<file path="config.mk">
export PLATFORM = sky130hd
export DESIGN_NAME = fls_supervisor
export DESIGN_NICKNAME = d
export VERILOG_FILES = /design/src/shared/fls_pkg.sv /design/src/core/fls_supervisor.sv
export VERILOG_INCLUDE_DIRS = /design/src /design/src/shared
export SDC_FILE = /design/constraint.sdc
export NUM_CORES = 1
export LEC_CHECK = 0
export BUFFER_PORTS_ARGS = -buffer_cell sky130_fd_sc_hd__buf_2
export CORE_ASPECT_RATIO = 2
export CORE_MARGIN = 2
export CORE_UTILIZATION = 55
export DETAILED_ROUTE_END_ITERATION = 8
export HOLD_SLACK_MARGIN = 0.03
export PLACE_DENSITY = 0.73
export SYNTH_ARGS = -nofsm -noshare
export SYNTH_HDL_FRONTEND = slang
export SYNTH_SLANG_ARGS = --single-unit
</file>
<file path="constraint.sdc">
create_clock -name CLK_SYS -period 5.75 [get_ports CLK_SYS]
set_input_delay 1.15 -clock CLK_SYS [delete_from_list [all_inputs] [get_ports CLK_SYS]]
set_output_delay 1.15 -clock CLK_SYS [all_outputs]
set_load 0.02 [all_outputs]
</file>
<file path="src/shared/fls_params.svh">
`ifndef FLS_PARAMS_SVH
`define FLS_PARAMS_SVH
// Command codes.
`define FLS_OP 8'h01
`define FLS_CLRF 8'h03
`define FLS_OC 8'h46
`define FLS_UC 8'h4b
`define FLS_OTF 8'h4f
`define FLS_OTR 8'h50
`define FLS_OTW 8'h51
`define FLS_UTW 8'h52
`define FLS_UTF 8'h53
`define FLS_UTR 8'h54
`define FLS_VOF 8'h55
`define FLS_VOR 8'h56
`define FLS_VOW 8'h57
`define FLS_SBYTE 8'h78
`define FLS_SWORD 8'h79
`define FLS_SIN 8'h7c
`define FLS_STEMP 8'h7d
// Reset values.
`define FLS_OP_RST 8'h80
`define FLS_OC_RST 16'hdbc0
`define FLS_UC_RST 16'hdc3f
`define FLS_OTF_RST 16'hebe8
`define FLS_OTW_RST 16'heb70
`define FLS_UTW_RST 16'hdc40
`define FLS_UTF_RST 16'he530
`define FLS_VOF_RST 16'hd3a0
`define FLS_VOW_RST 16'hd34d
`define FLS_RSP_RST 8'h80
// Field positions and response field codes.
`define FLS_OP_ON 7
`define FLS_SW_CATCH 0
`define FLS_SW_TEMP 2
`define FLS_SW_OFF 6
`define FLS_SW_INPUT 13
`define FLS_ST_OTF 7
`define FLS_ST_OTW 6
`define FLS_ST_UTW 5
`define FLS_ST_UTF 4
`define FLS_SI_OVF 7
`define FLS_SI_OVW 6
`define FLS_RSP_SHUT 2'h2
`define FLS_RTY_ALL 3'h7
// Timing and number format.
`define FLS_CLK_NS 50
`define FLS_STEP_NS 35000000
`define FLS_FRAC 4
`endif

</file>
<file path="src/shared/fls_pkg.sv">
package fls_pkg;
    typedef struct packed {
        logic [7:0] code;
        logic wr;
        logic rd;
        logic [15:0] wdata;
    } fls_cmd_t;
    typedef struct packed {
        logic signed [15:0] temp;
        logic signed [15:0] vin;
    } fls_meas_t;
    typedef enum logic [1:0] {ST_OFF, ST_RUN, ST_HOLD, ST_WAIT} fls_state_t;
endpackage

</file>
<file path="src/core/fls_supervisor.sv">
`timescale 1ns/1ps
`include "fls_params.svh"
module fls_supervisor #(
    parameter int unsigned STEP_CYC = `FLS_STEP_NS / `FLS_CLK_NS,
    parameter logic signed [31:0] RIPPLE = 32'sh0000_0050
) (
    input wire logic CLK_SYS, // System clock, 20 MHz.
    input wire logic RSTN, // Asynchronous reset, active low.
    input wire fls_pkg::fls_cmd_t CMD, // Command from the serial engine.
    input wire fls_pkg::fls_meas_t MEAS, // Temperature and input voltage.
    input wire logic CTRL_PIN, // Enable pin, asynchronous.
    output logic [15:0] RDATA, // Read answer.
    output logic RVALID, // Read answer strobe.
    output logic CMD_ERR, // Unmapped read strobe.
    output logic PWR_EN, // Output stage enable.
    output logic ALERT_O, // Alert pin drive level.
    output logic ALERT_OE, // Alert pin pulled low when high.
    output logic signed [31:0] OC_PEAK_LIM, // Peak inductor limit.
    output logic signed [31:0] UC_VALLEY_LIM // Valley inductor limit.
);
    import fls_pkg::*;

    // Limit word to fixed point with FLS_FRAC fraction bits.
    function automatic logic signed [31:0] lin_dec(input logic [15:0] v);
        logic signed [5:0] sh;
        logic signed [31:0] m;
        sh = $signed({v[15], v[15:11]}) + 6'sd`FLS_FRAC;
        m = {{21{v[10]}}, v[10:0]};
        if (sh >= 0) begin
            lin_dec = m <<< sh[4:0];
        end else begin
            lin_dec = m >>> 5'(-sh);
        end
    endfunction

    logic [7:0] op_reg, otr_reg, utr_reg, vor_reg;
    logic [15:0] oc_reg, uc_reg, otf_reg, otw_reg, utw_reg, utf_reg, vof_reg, vow_reg;
    logic [7:0] stemp_reg, sin_reg;
    logic ctl_s1, ctl_s2;
    logic otf_q, utf_q, vof_q;
    logic [2:0] flt_d;
    fls_state_t state, state_next;
    logic [23:0] cyc_cnt;
    logic [3:0] step_n;
    logic clr;

    // Enable pin synchroniser.
    always_ff @(posedge CLK_SYS or negedge RSTN) begin
        if (!RSTN) begin
            ctl_s1 <= 1'b0;
            ctl_s2 <= 1'b0;
        end else begin
            ctl_s1 <= CTRL_PIN;
            ctl_s2 <= ctl_s1;
        end
    end

    // Host writes to limits, responses and the on/off command.
    always_ff @(posedge CLK_SYS or negedge RSTN) begin
        if (!RSTN) begin
            op_reg <= `FLS_OP_RST;
            oc_reg <= `FLS_OC_RST;
            uc_reg <= `FLS_UC_RST;
            otf_reg <= `FLS_OTF_RST;
            otw_reg <= `FLS_OTW_RST;
            utw_reg <= `FLS_UTW_RST;
            utf_reg <= `FLS_UTF_RST;
            vof_reg <= `FLS_VOF_RST;
            vow_reg <= `FLS_VOW_RST;
            otr_reg <= `FLS_RSP_RST;
            utr_reg <= `FLS_RSP_RST;
            vor_reg <= `FLS_RSP_RST;
        end else if (CMD.wr) begin
            case (CMD.code)
                `FLS_OP: op_reg <= CMD.wdata[7:0];
                `FLS_OC: oc_reg <= CMD.wdata;
                `FLS_UC: uc_reg <= CMD.wdata;
                `FLS_OTF: otf_reg <= CMD.wdata;
                `FLS_OTR: otr_reg <= CMD.wdata[7:0];
                `FLS_OTW: otw_reg <= CMD.wdata;
                `FLS_UTW: utw_reg <= CMD.wdata;
                `FLS_UTF: utf_reg <= CMD.wdata;
                `FLS_UTR: utr_reg <= CMD.wdata[7:0];
                `FLS_VOF: vof_reg <= CMD.wdata;
                `FLS_VOR: vor_reg <= CMD.wdata[7:0];
                `FLS_VOW: vow_reg <= CMD.wdata;
                default: ;
            endcase
        end
    end

    logic signed [31:0] t_fix, v_fix;
    logic signed [31:0] otf_fix, otw_fix, utf_fix, utw_fix, vof_fix, vow_fix;
    logic ot_w, ut_w, vo_w, otf_set, utf_set, vof_set;
    // Decoded limits and comparisons against the measurements.
    always_comb begin
        t_fix = {{16{MEAS.temp[15]}}, MEAS.temp};
        v_fix = {{16{MEAS.vin[15]}}, MEAS.vin};
        otf_fix = lin_dec(otf_reg);
        otw_fix = lin_dec(otw_reg);
        utf_fix = lin_dec(utf_reg);
        utw_fix = lin_dec(utw_reg);
        vof_fix = lin_dec(vof_reg);
        vow_fix = lin_dec(vow_reg);
        ot_w = t_fix > otw_fix;
        ut_w = t_fix < utw_fix;
        vo_w = v_fix > vow_fix;
        otf_set = t_fix > otf_fix;
        utf_set = t_fix < utf_fix;
        vof_set = v_fix > vof_fix;
    end

    // Hot and cold fault levels with hysteresis back to the warning limits; the supply fault follows its limit directly.
    always_ff @(posedge CLK_SYS or negedge RSTN) begin
        if (!RSTN) begin
            otf_q <= 1'b0;
            utf_q <= 1'b0;
            vof_q <= 1'b0;
            flt_d <= 3'h0;
        end else begin
            otf_q <= otf_set | (otf_q & (t_fix >= otw_fix));
            utf_q <= utf_set | (utf_q & (t_fix <= utw_fix));
            vof_q <= vof_set;
            flt_d <= {otf_q, utf_q, vof_q};
        end
    end

    // Sticky status; a new event wins over a clear in the same cycle.
    assign clr = CMD.wr && (CMD.code == `FLS_CLRF);
    always_ff @(posedge CLK_SYS or negedge RSTN) begin
        if (!RSTN) begin
            stemp_reg <= 8'h00;
            sin_reg <= 8'h00;
        end else begin
            stemp_reg <= (clr ? 8'h00 : stemp_reg)
                | {otf_q, ot_w, ut_w, utf_q, 4'h0};
            sin_reg <= (clr ? 8'h00 : sin_reg)
                | {vof_q, vo_w, 6'h00};
        end
    end

    logic [15:0] sword;
    // Summary word built from the detail registers and the output enable.
    always_comb begin
        sword = 16'h0000;
        sword[`FLS_SW_TEMP] = |stemp_reg;
        sword[`FLS_SW_INPUT] = |sin_reg;
        sword[`FLS_SW_CATCH] = sin_reg[`FLS_SI_OVW];
        sword[`FLS_SW_OFF] = ~PWR_EN;
    end

    // Register read port and unmapped-code flag.
    always_ff @(posedge CLK_SYS or negedge RSTN) begin
        if (!RSTN) begin
            RDATA <= 16'h0000;
            RVALID <= 1'b0;
            CMD_ERR <= 1'b0;
        end else begin
            RVALID <= CMD.rd;
            CMD_ERR <= 1'b0;
            if (CMD.rd) begin
                case (CMD.code)
                    `FLS_OP: RDATA <= {8'h00, op_reg};
                    `FLS_OC: RDATA <= oc_reg;
                    `FLS_UC: RDATA <= uc_reg;
                    `FLS_OTF: RDATA <= otf_reg;
                    `FLS_OTR: RDATA <= {8'h00, otr_reg};
                    `FLS_OTW: RDATA <= otw_reg;
                    `FLS_UTW: RDATA <= utw_reg;
                    `FLS_UTF: RDATA <= utf_reg;
                    `FLS_UTR: RDATA <= {8'h00, utr_reg};
                    `FLS_VOF: RDATA <= vof_reg;
                    `FLS_VOR: RDATA <= {8'h00, vor_reg};
                    `FLS_VOW: RDATA <= vow_reg;
                    `FLS_SBYTE: RDATA <= {8'h00, sword[7:0]};
                    `FLS_SWORD: RDATA <= sword;
                    `FLS_SIN: RDATA <= {8'h00, sin_reg};
                    `FLS_STEMP: RDATA <= {8'h00, stemp_reg};
                    default: begin
                        RDATA <= 16'h0000;
                        CMD_ERR <= 1'b1;
                    end
                endcase
            end
        end
    end

    // Derived inductor limits and host alert.
    always_ff @(posedge CLK_SYS or negedge RSTN) begin
        if (!RSTN) begin
            OC_PEAK_LIM <= 32'sh0;
            UC_VALLEY_LIM <= 32'sh0;
            ALERT_OE <= 1'b0;
        end else begin
            OC_PEAK_LIM <= lin_dec(oc_reg) + RIPPLE;
            UC_VALLEY_LIM <= lin_dec(uc_reg) - RIPPLE;
            ALERT_OE <= |{stemp_reg, sin_reg};
        end
    end
    assign ALERT_O = 1'b0;

    logic on_req, evt, shut, rtry, cnt_rst, step_p;
    logic [7:0] rsp;
    logic [2:0] rsp_dly;
    logic [2:0] fnew;
    // Response selection: a standing fault shuts a running output again, while a wait reacts only to new faults.
    always_comb begin
        on_req = ctl_s2 & op_reg[`FLS_OP_ON];
        fnew = {otf_q, utf_q, vof_q} & ((state == ST_RUN) ? 3'h7 : ~flt_d);
        evt = |fnew;
        if (fnew[2]) begin
            rsp = otr_reg;
        end else if (fnew[1]) begin
            rsp = utr_reg;
        end else begin
            rsp = vor_reg;
        end
        shut = evt && (rsp[7:6] == `FLS_RSP_SHUT);
        rtry = rsp[5:3] == `FLS_RTY_ALL;
    end

    // Output control state machine.
    always_comb begin
        state_next = state;
        case (state)
            ST_OFF: begin
                if (on_req && !(otf_q | utf_q | vof_q)) begin
                    state_next = ST_RUN;
                end
            end
            ST_RUN, ST_WAIT: begin
                if (!on_req) begin
                    state_next = ST_OFF;
                end else if (shut) begin
                    state_next = rtry ? ST_WAIT : ST_HOLD;
                end else if (state == ST_WAIT && step_n == {1'b0, rsp_dly} + 4'h1) begin
                    state_next = ST_RUN;
                end
            end
            ST_HOLD: begin
                if (!on_req) begin
                    state_next = ST_OFF;
                end else if (!(otf_q | utf_q | vof_q)) begin
                    state_next = ST_RUN;
                end
            end
            default: state_next = ST_OFF;
        endcase
    end

    logic [2:0] dly_reg;
    // Delay of the fault that started the current wait.
    always_ff @(posedge CLK_SYS or negedge RSTN) begin
        if (!RSTN) begin
            dly_reg <= 3'h0;
        end else if (shut) begin
            dly_reg <= rsp[2:0];
        end
    end
    assign rsp_dly = dly_reg;

    // State register and output enable.
    always_ff @(posedge CLK_SYS or negedge RSTN) begin
        if (!RSTN) begin
            state <= ST_OFF;
            PWR_EN <= 1'b0;
        end else begin
            state <= state_next;
            PWR_EN <= state_next == ST_RUN;
        end
    end

    // Retry timer: 35 ms step pulses counted up to delay plus one.
    assign cnt_rst = shut || state != ST_WAIT || !on_req;
    assign step_p = cyc_cnt == 24'(STEP_CYC - 1);
    always_ff @(posedge CLK_SYS or negedge RSTN) begin
        if (!RSTN) begin
            cyc_cnt <= 24'h0;
            step_n <= 4'h0;
        end else if (cnt_rst) begin
            cyc_cnt <= 24'h0;
            step_n <= 4'h0;
        end else if (step_p) begin
            cyc_cnt <= 24'h0;
            step_n <= step_n + 4'h1;
        end else begin
            cyc_cnt <= cyc_cnt + 24'h1;
        end
    end

    a_hot_hyst: assert property (@(posedge CLK_SYS) disable iff (!RSTN)
        otf_q && t_fix >= otw_fix |=> otf_q) else $error("Hot fault released above warning.");
    a_cold_hyst: assert property (@(posedge CLK_SYS) disable iff (!RSTN)
        utf_q && t_fix <= utw_fix |=> utf_q) else $error("Cold fault released below warning.");
    a_hot_fault_set: assert property (@(posedge CLK_SYS) disable iff (!RSTN)
        t_fix > otf_fix |=> otf_q) else $error("Hot fault not declared.");
    a_hot_warn_stat: assert property (@(posedge CLK_SYS) disable iff (!RSTN)
        ot_w |=> stemp_reg[`FLS_ST_OTW] && sword[`FLS_SW_TEMP] ##1 ALERT_OE)
        else $error("Hot warning not reported.");
    a_cold_warn_stat: assert property (@(posedge CLK_SYS) disable iff (!RSTN)
        ut_w |=> stemp_reg[`FLS_ST_UTW] ##1 ALERT_OE) else $error("Cold warning not reported.");
    a_supply_warn_stat: assert property (@(posedge CLK_SYS) disable iff (!RSTN)
        vo_w |=> sword[`FLS_SW_INPUT] && sword[`FLS_SW_CATCH]) else $error("Supply warning not reported.");
    a_hold_stays_off: assert property (@(posedge CLK_SYS) disable iff (!RSTN)
        state == ST_HOLD && on_req && (otf_q | utf_q | vof_q) |=> !PWR_EN && state == ST_HOLD)
        else $error("Output left hold while fault active.");
    a_retry_enter: assert property (@(posedge CLK_SYS) disable iff (!RSTN)
        state == ST_RUN && on_req && shut && rtry |=> state == ST_WAIT && !PWR_EN)
        else $error("Retry wait not entered.");
    a_retry_spacing: assert property (@(posedge CLK_SYS) disable iff (!RSTN)
        state == ST_WAIT && state_next == ST_RUN |-> step_n == {1'b0, dly_reg} + 4'h1 && step_n != 4'h0)
        else $error("Restart before retry delay elapsed.");
    a_retry_abandon: assert property (@(posedge CLK_SYS) disable iff (!RSTN)
        state == ST_WAIT && !on_req |=> state == ST_OFF && step_n == 4'h0)
        else $error("Pending retry not abandoned.");
    a_peak_limit: assert property (@(posedge CLK_SYS) disable iff (!RSTN)
        1'b1 |=> OC_PEAK_LIM == lin_dec($past(oc_reg)) + RIPPLE) else $error("Peak limit wrong.");
endmodule

</file>
==> summary.md <==
| Metric | Value |
|---|---|
| Status | finished, final reports clean |
| Routing usage on met2 | between 60% and 70% |
| EDFF count, synth | 0 |
| Setup crit end kind | flip-flop |
| GR Util met3 | 4.204% |
| Top FF cell, synth | dfrtp_1 |
| # DRC | 0 |
| MaxCap Viol Count | 0 |
| First-pass GRT wire length | ~150000 um |
| Top flop regs | OC_PEAK_LIM x32, UC_VALLEY_LIM x32, cyc_cnt x24 |
| Buf/Inv on CP | 1 |
| Largest family of logic cells by synthesized area | compound AO/OA/AOI/OAI gates |
| Fill cell count | 4634 |
| Mux contribution to synthesized area | 20.01% |
| Drt wl/cell | between 20 and 25 um |
| Vias per std cell | approximately 6.7 |
| Compound-gate portion of the synthesized area | 20.96% |
| Final GP Congestion | roughly 1.0 |
| Worst clock skew | 13.82 ps |
| Net count, final | between 3000 and 4000 |
| Number of global-route vias before repair | about 27000 |
| Die Y | approximately 330 um |
| Initial antenna violation count | 4 |
| Overflow after GRT | 0 |
| Hpwl dp | between 70000 and 80000 um |
| P_leak | 12.48 nW |
| Most used routing layer | met2 |
| Yosys reg bits | 291 |
| Post-Syn Area | 28710 sq um |
| Clk root buf | clkbuf_16 |
| Unrepaired setup endpoints after global routing | false |
| Drt pass-1 iters | 6 |
| Post-Synth Adder-Cell Area | under 10% |
| Synth Area in Simple Gates | 16.86% |
| Crit path depth | 19 |
| Tmin final | around 5000 ps |
| Clock sinks | between 200 and 300 |
| Crit. Startpoint | otf_reg[12] |
| Library cells used by synthesis | between 90 and 100 |
| Crit Reg-Reg Startpoint | otf_reg[12] |
| Drt total wl | approximately 97000 um |
| Resized Gates After CTS | 0 |
| Final setup vio count | 0 |
| Top delay family on crit path | compound AO/OA/AOI/OAI gates |
| Worst setup path endpoint | otf_q |
| Cells after Synth | ~3300 |
| Worst setup margin | just under 700 ps |
| Pwr/cell area | about 210 nW/um^2 |
| Total power | roughly 0.0065 W |
| H-Tree Depth | 1 |
| Critical path class | reg2reg |
| Post-synth ARST share | 100.0% |
| Chip width | around 170 um |
| DR vias | 27150 |
| Critical Path AT | around 5600 ps |
| Area grow syn2layout | 6.894% |
| Std cell rows | approximately 120 |
| Core box area | slightly above 50000 sq um |
| Synthesized Nets | between 3000 and 4000 |
| Cts hold-fix bufs | 0 |
| Max Slew Vio Count | 0 |
| Initial core utilization | 55.56% |
| Reg2reg setup slack | between 600 and 700 ps |
| Postcts setup bufs | 0 |
| Largest net degree at the start of global routing | about 130 |
| Worst reg2reg path depth | 19 |
| Die area | 54160 sq um |
| Num CTS Buffers | 27 |
| CTS tree | yes |
| Worst path cell trace | inv_1, ha_1, mux4_2, and2_1, a211oi_1, a211oi_1, a21oi_1, nor2_1, a31oi_1, ha_1, nor2b_1, o21a_1, o21a_1, o211ai_1, a21oi_1, a211o_1, a221oi_1, o21ai_0, a32o_1 |
| Syn_area_per_cell | between 8 and 9 sq um |
| Final hold vios | 0 |
| Worst EP required | roughly 6300 ps |
| Register area share after synthesis | 25.67% |
| Max stage delay on crit path | roughly 660 ps |
| CP max stage cell | ha_1 |
| Relative slew slack | roughly a third |
| Element type at the critical path start | flip-flop |
| Worst skew pair latency | ~600 ps |
| IO buf count | around 140 |
| Worst R2R End | otf_q |
| Maximum vdd drop | 240.8 uV |
| Tcrit/Tclk final | between 80% and 90% |
| Peak Freq | a little under 0.2 GHz |
| Iteration-0 DRC Markers | around 2400 |
| Worst-path clk slew | 70 ps |
| Layout cells sized above 1 | a little under a fifth |
| GRT Total Usage | between 30% and 40% |
| Yosys warning count | 0 |
| Clock Path Buffers | 3 |
| Critical path peak fanout | 14 |
| HP Class | reg2reg |
| Post-place setup slack | 762.1 ps |
| Setup TNS | 0 ps |
| Post-route ant nets | 0 |
| Met1 usage | around 39% |
| Synth Area in XOR/XNOR | 3.347% |
| Worst slew pin tran | between 900 and 1000 ps |
| I/O pin count | between 100 and 150 |
[cells in the mapped netlist, types with 12 or more instances]
| master | number | area share [%] |
|---|---|---|
| a22oi_1 | 29 | 0.76 |
| and3_1 | 20 | 0.44 |
| inv_1 | 58 | 0.76 |
| dfstp_2 | 71 | 6.5 |
| and2_1 | 33 | 0.72 |
| o22ai_1 | 59 | 1.3 |
| nand4_1 | 58 | 1.3 |
| mux4_2 | 76 | 6.0 |
| o21ai_0 | 171 | 3.0 |
| clkbuf_1 | 164 | 2.1 |
| a211oi_1 | 52 | 1.4 |
| o211ai_1 | 17 | 0.44 |
| a221oi_1 | 21 | 0.64 |
| a21oi_1 | 323 | 5.6 |
| mux2i_1 | 160 | 5.6 |
| xnor2_1 | 55 | 1.7 |
| ha_1 | 214 | 9.3 |
| xor2_1 | 51 | 1.6 |
| a31oi_1 | 75 | 1.6 |
| nand2_1 | 353 | 4.6 |
| a21o_1 | 62 | 1.6 |
| nor3_1 | 46 | 0.80 |
| nand3_1 | 78 | 1.4 |
| nand2b_1 | 20 | 0.44 |
| o21a_1 | 23 | 0.60 |
| dfrtp_1 | 220 | 19 |
| buf_1 | 27 | 0.35 |
| a22o_1 | 12 | 0.37 |
| mux2_2 | 216 | 8.5 |
| nor2b_1 | 50 | 1.1 |
| nor2_1 | 306 | 4.0 |
[power by group]
part / leakage, nW / internal [W] / total [W] / switching [W]
Sequential: 3.58 / 0.00222 / 0.00242 / 0.000204
Clock: 0.475 / 0.00110 / 0.00201 / 0.000910
Combinational: 8.42 / 0.000791 / 0.00210 / 0.00131
[worst reg2reg max path: stages (launching register included)]
cell and delay [ps]:
dfrtp_1 620, inv_1 320, ha_1 660, mux4_2 570, and2_1 180, a211oi_1 220, a211oi_1 80, a21oi_1 150
nor2_1 60, a31oi_1 170, ha_1 260, nor2b_1 130, o21a_1 160, o21a_1 170, o211ai_1 160, a21oi_1 90
a211o_1 270, a221oi_1 310, o21ai_0 110, a32o_1 280
[how the worst min path moves through the flow]
stage | start | end | slack, ps | cells past startpoint
5_1_grt | ctl_s1 | ctl_s2 | 440 | 0
2_1_floorplan | ctl_s1 | ctl_s2 | 330 | 0
4_1_cts | ctl_s1 | ctl_s2 | 430 | 0
6_report | ctl_s1 | ctl_s2 | 420 | 0
3_5_place_dp | ctl_s1 | ctl_s2 | 420 | 0
3_3_place_gp | ctl_s1 | ctl_s2 | 410 | 0
[cells in the final DEF (no fill, tap or decap), types with 8 or more instances in the layout]
master,instances
nor3_1,45
ha_1,214
clkbuf_16,27
a31oi_1,75
nor4_1,11
o211ai_1,17
a311oi_1,10
nand3_1,78
nor2b_1,50
a21oi_1,323
mux2_2,216
dfrtp_1,220
a221oi_1,21
a22o_1,12
or3_1,10
o21ai_0,171
o22a_1,8
or2_2,8
xnor2_1,55
a21o_1,62
nand4_1,58
o22ai_1,59
a21boi_0,8
nand2b_1,20
nand2_1,353
a22oi_1,29
xor2_1,51
buf_4,35
o21a_1,23
dfstp_2,71
nor3b_1,9
nor2_1,306
mux4_2,76
and3_1,20
and2_1,33
a211oi_1,52
inv_1,58
mux2i_1,160
buf_2,143
[routing by layer]
metal	routed length [um]	vias to the layer above
li1	-	12502
met1	35460	13120
met2	47850	1149
met3	5098	373
met4	8539	6
met5	37	-
[area by class of cell]
cell class                 instances  area (sq um)  area share (%)
clock buffer                      32         724.4           2.360
sequential                       291          7371           24.02
clock inverter                    18         245.2          0.7990
tap                              660         825.8           2.691
timing repair buffer             180          1013           3.302
inverter                          68         255.2          0.8316
multi-input combinational       2775         20250           65.98
antenna                            2         5.005         0.01631
[logic make-up (layout without fill, tap and decap cells)]
group	count (synthesis)	in the layout
AND/OR/NAND/NOR	1041	1041
AO/OA/AOI/OAI	959	959
multiplexers	452	452
flip-flops	291	291
buffers and inverters	278	298
adder cells (fa/ha/maj)	214	214
XOR/XNOR	108	108
other	1	3
[metrics by stage]
| step | hold slack [ps] | utilization, % | area (sq um) | instances |
|---|---|---|---|---|
| 3_5_place_dp | 416.4 | 57.51 | 29720 | 3974 |
| 2_1_floorplan | 331.2 | - | 28710 | 3344 |
| 5_1_grt | 436.5 | 59.39 | 30690 | 4024 |
| 4_1_cts | 432.8 | 59.39 | 30690 | 4024 |
| 3_3_place_gp | 410.9 | 57.51 | 29720 | 3974 |
| 6_report | 421.1 | 59.39 | 30690 | 4026 |
Power figures use the tool's default switching activity.
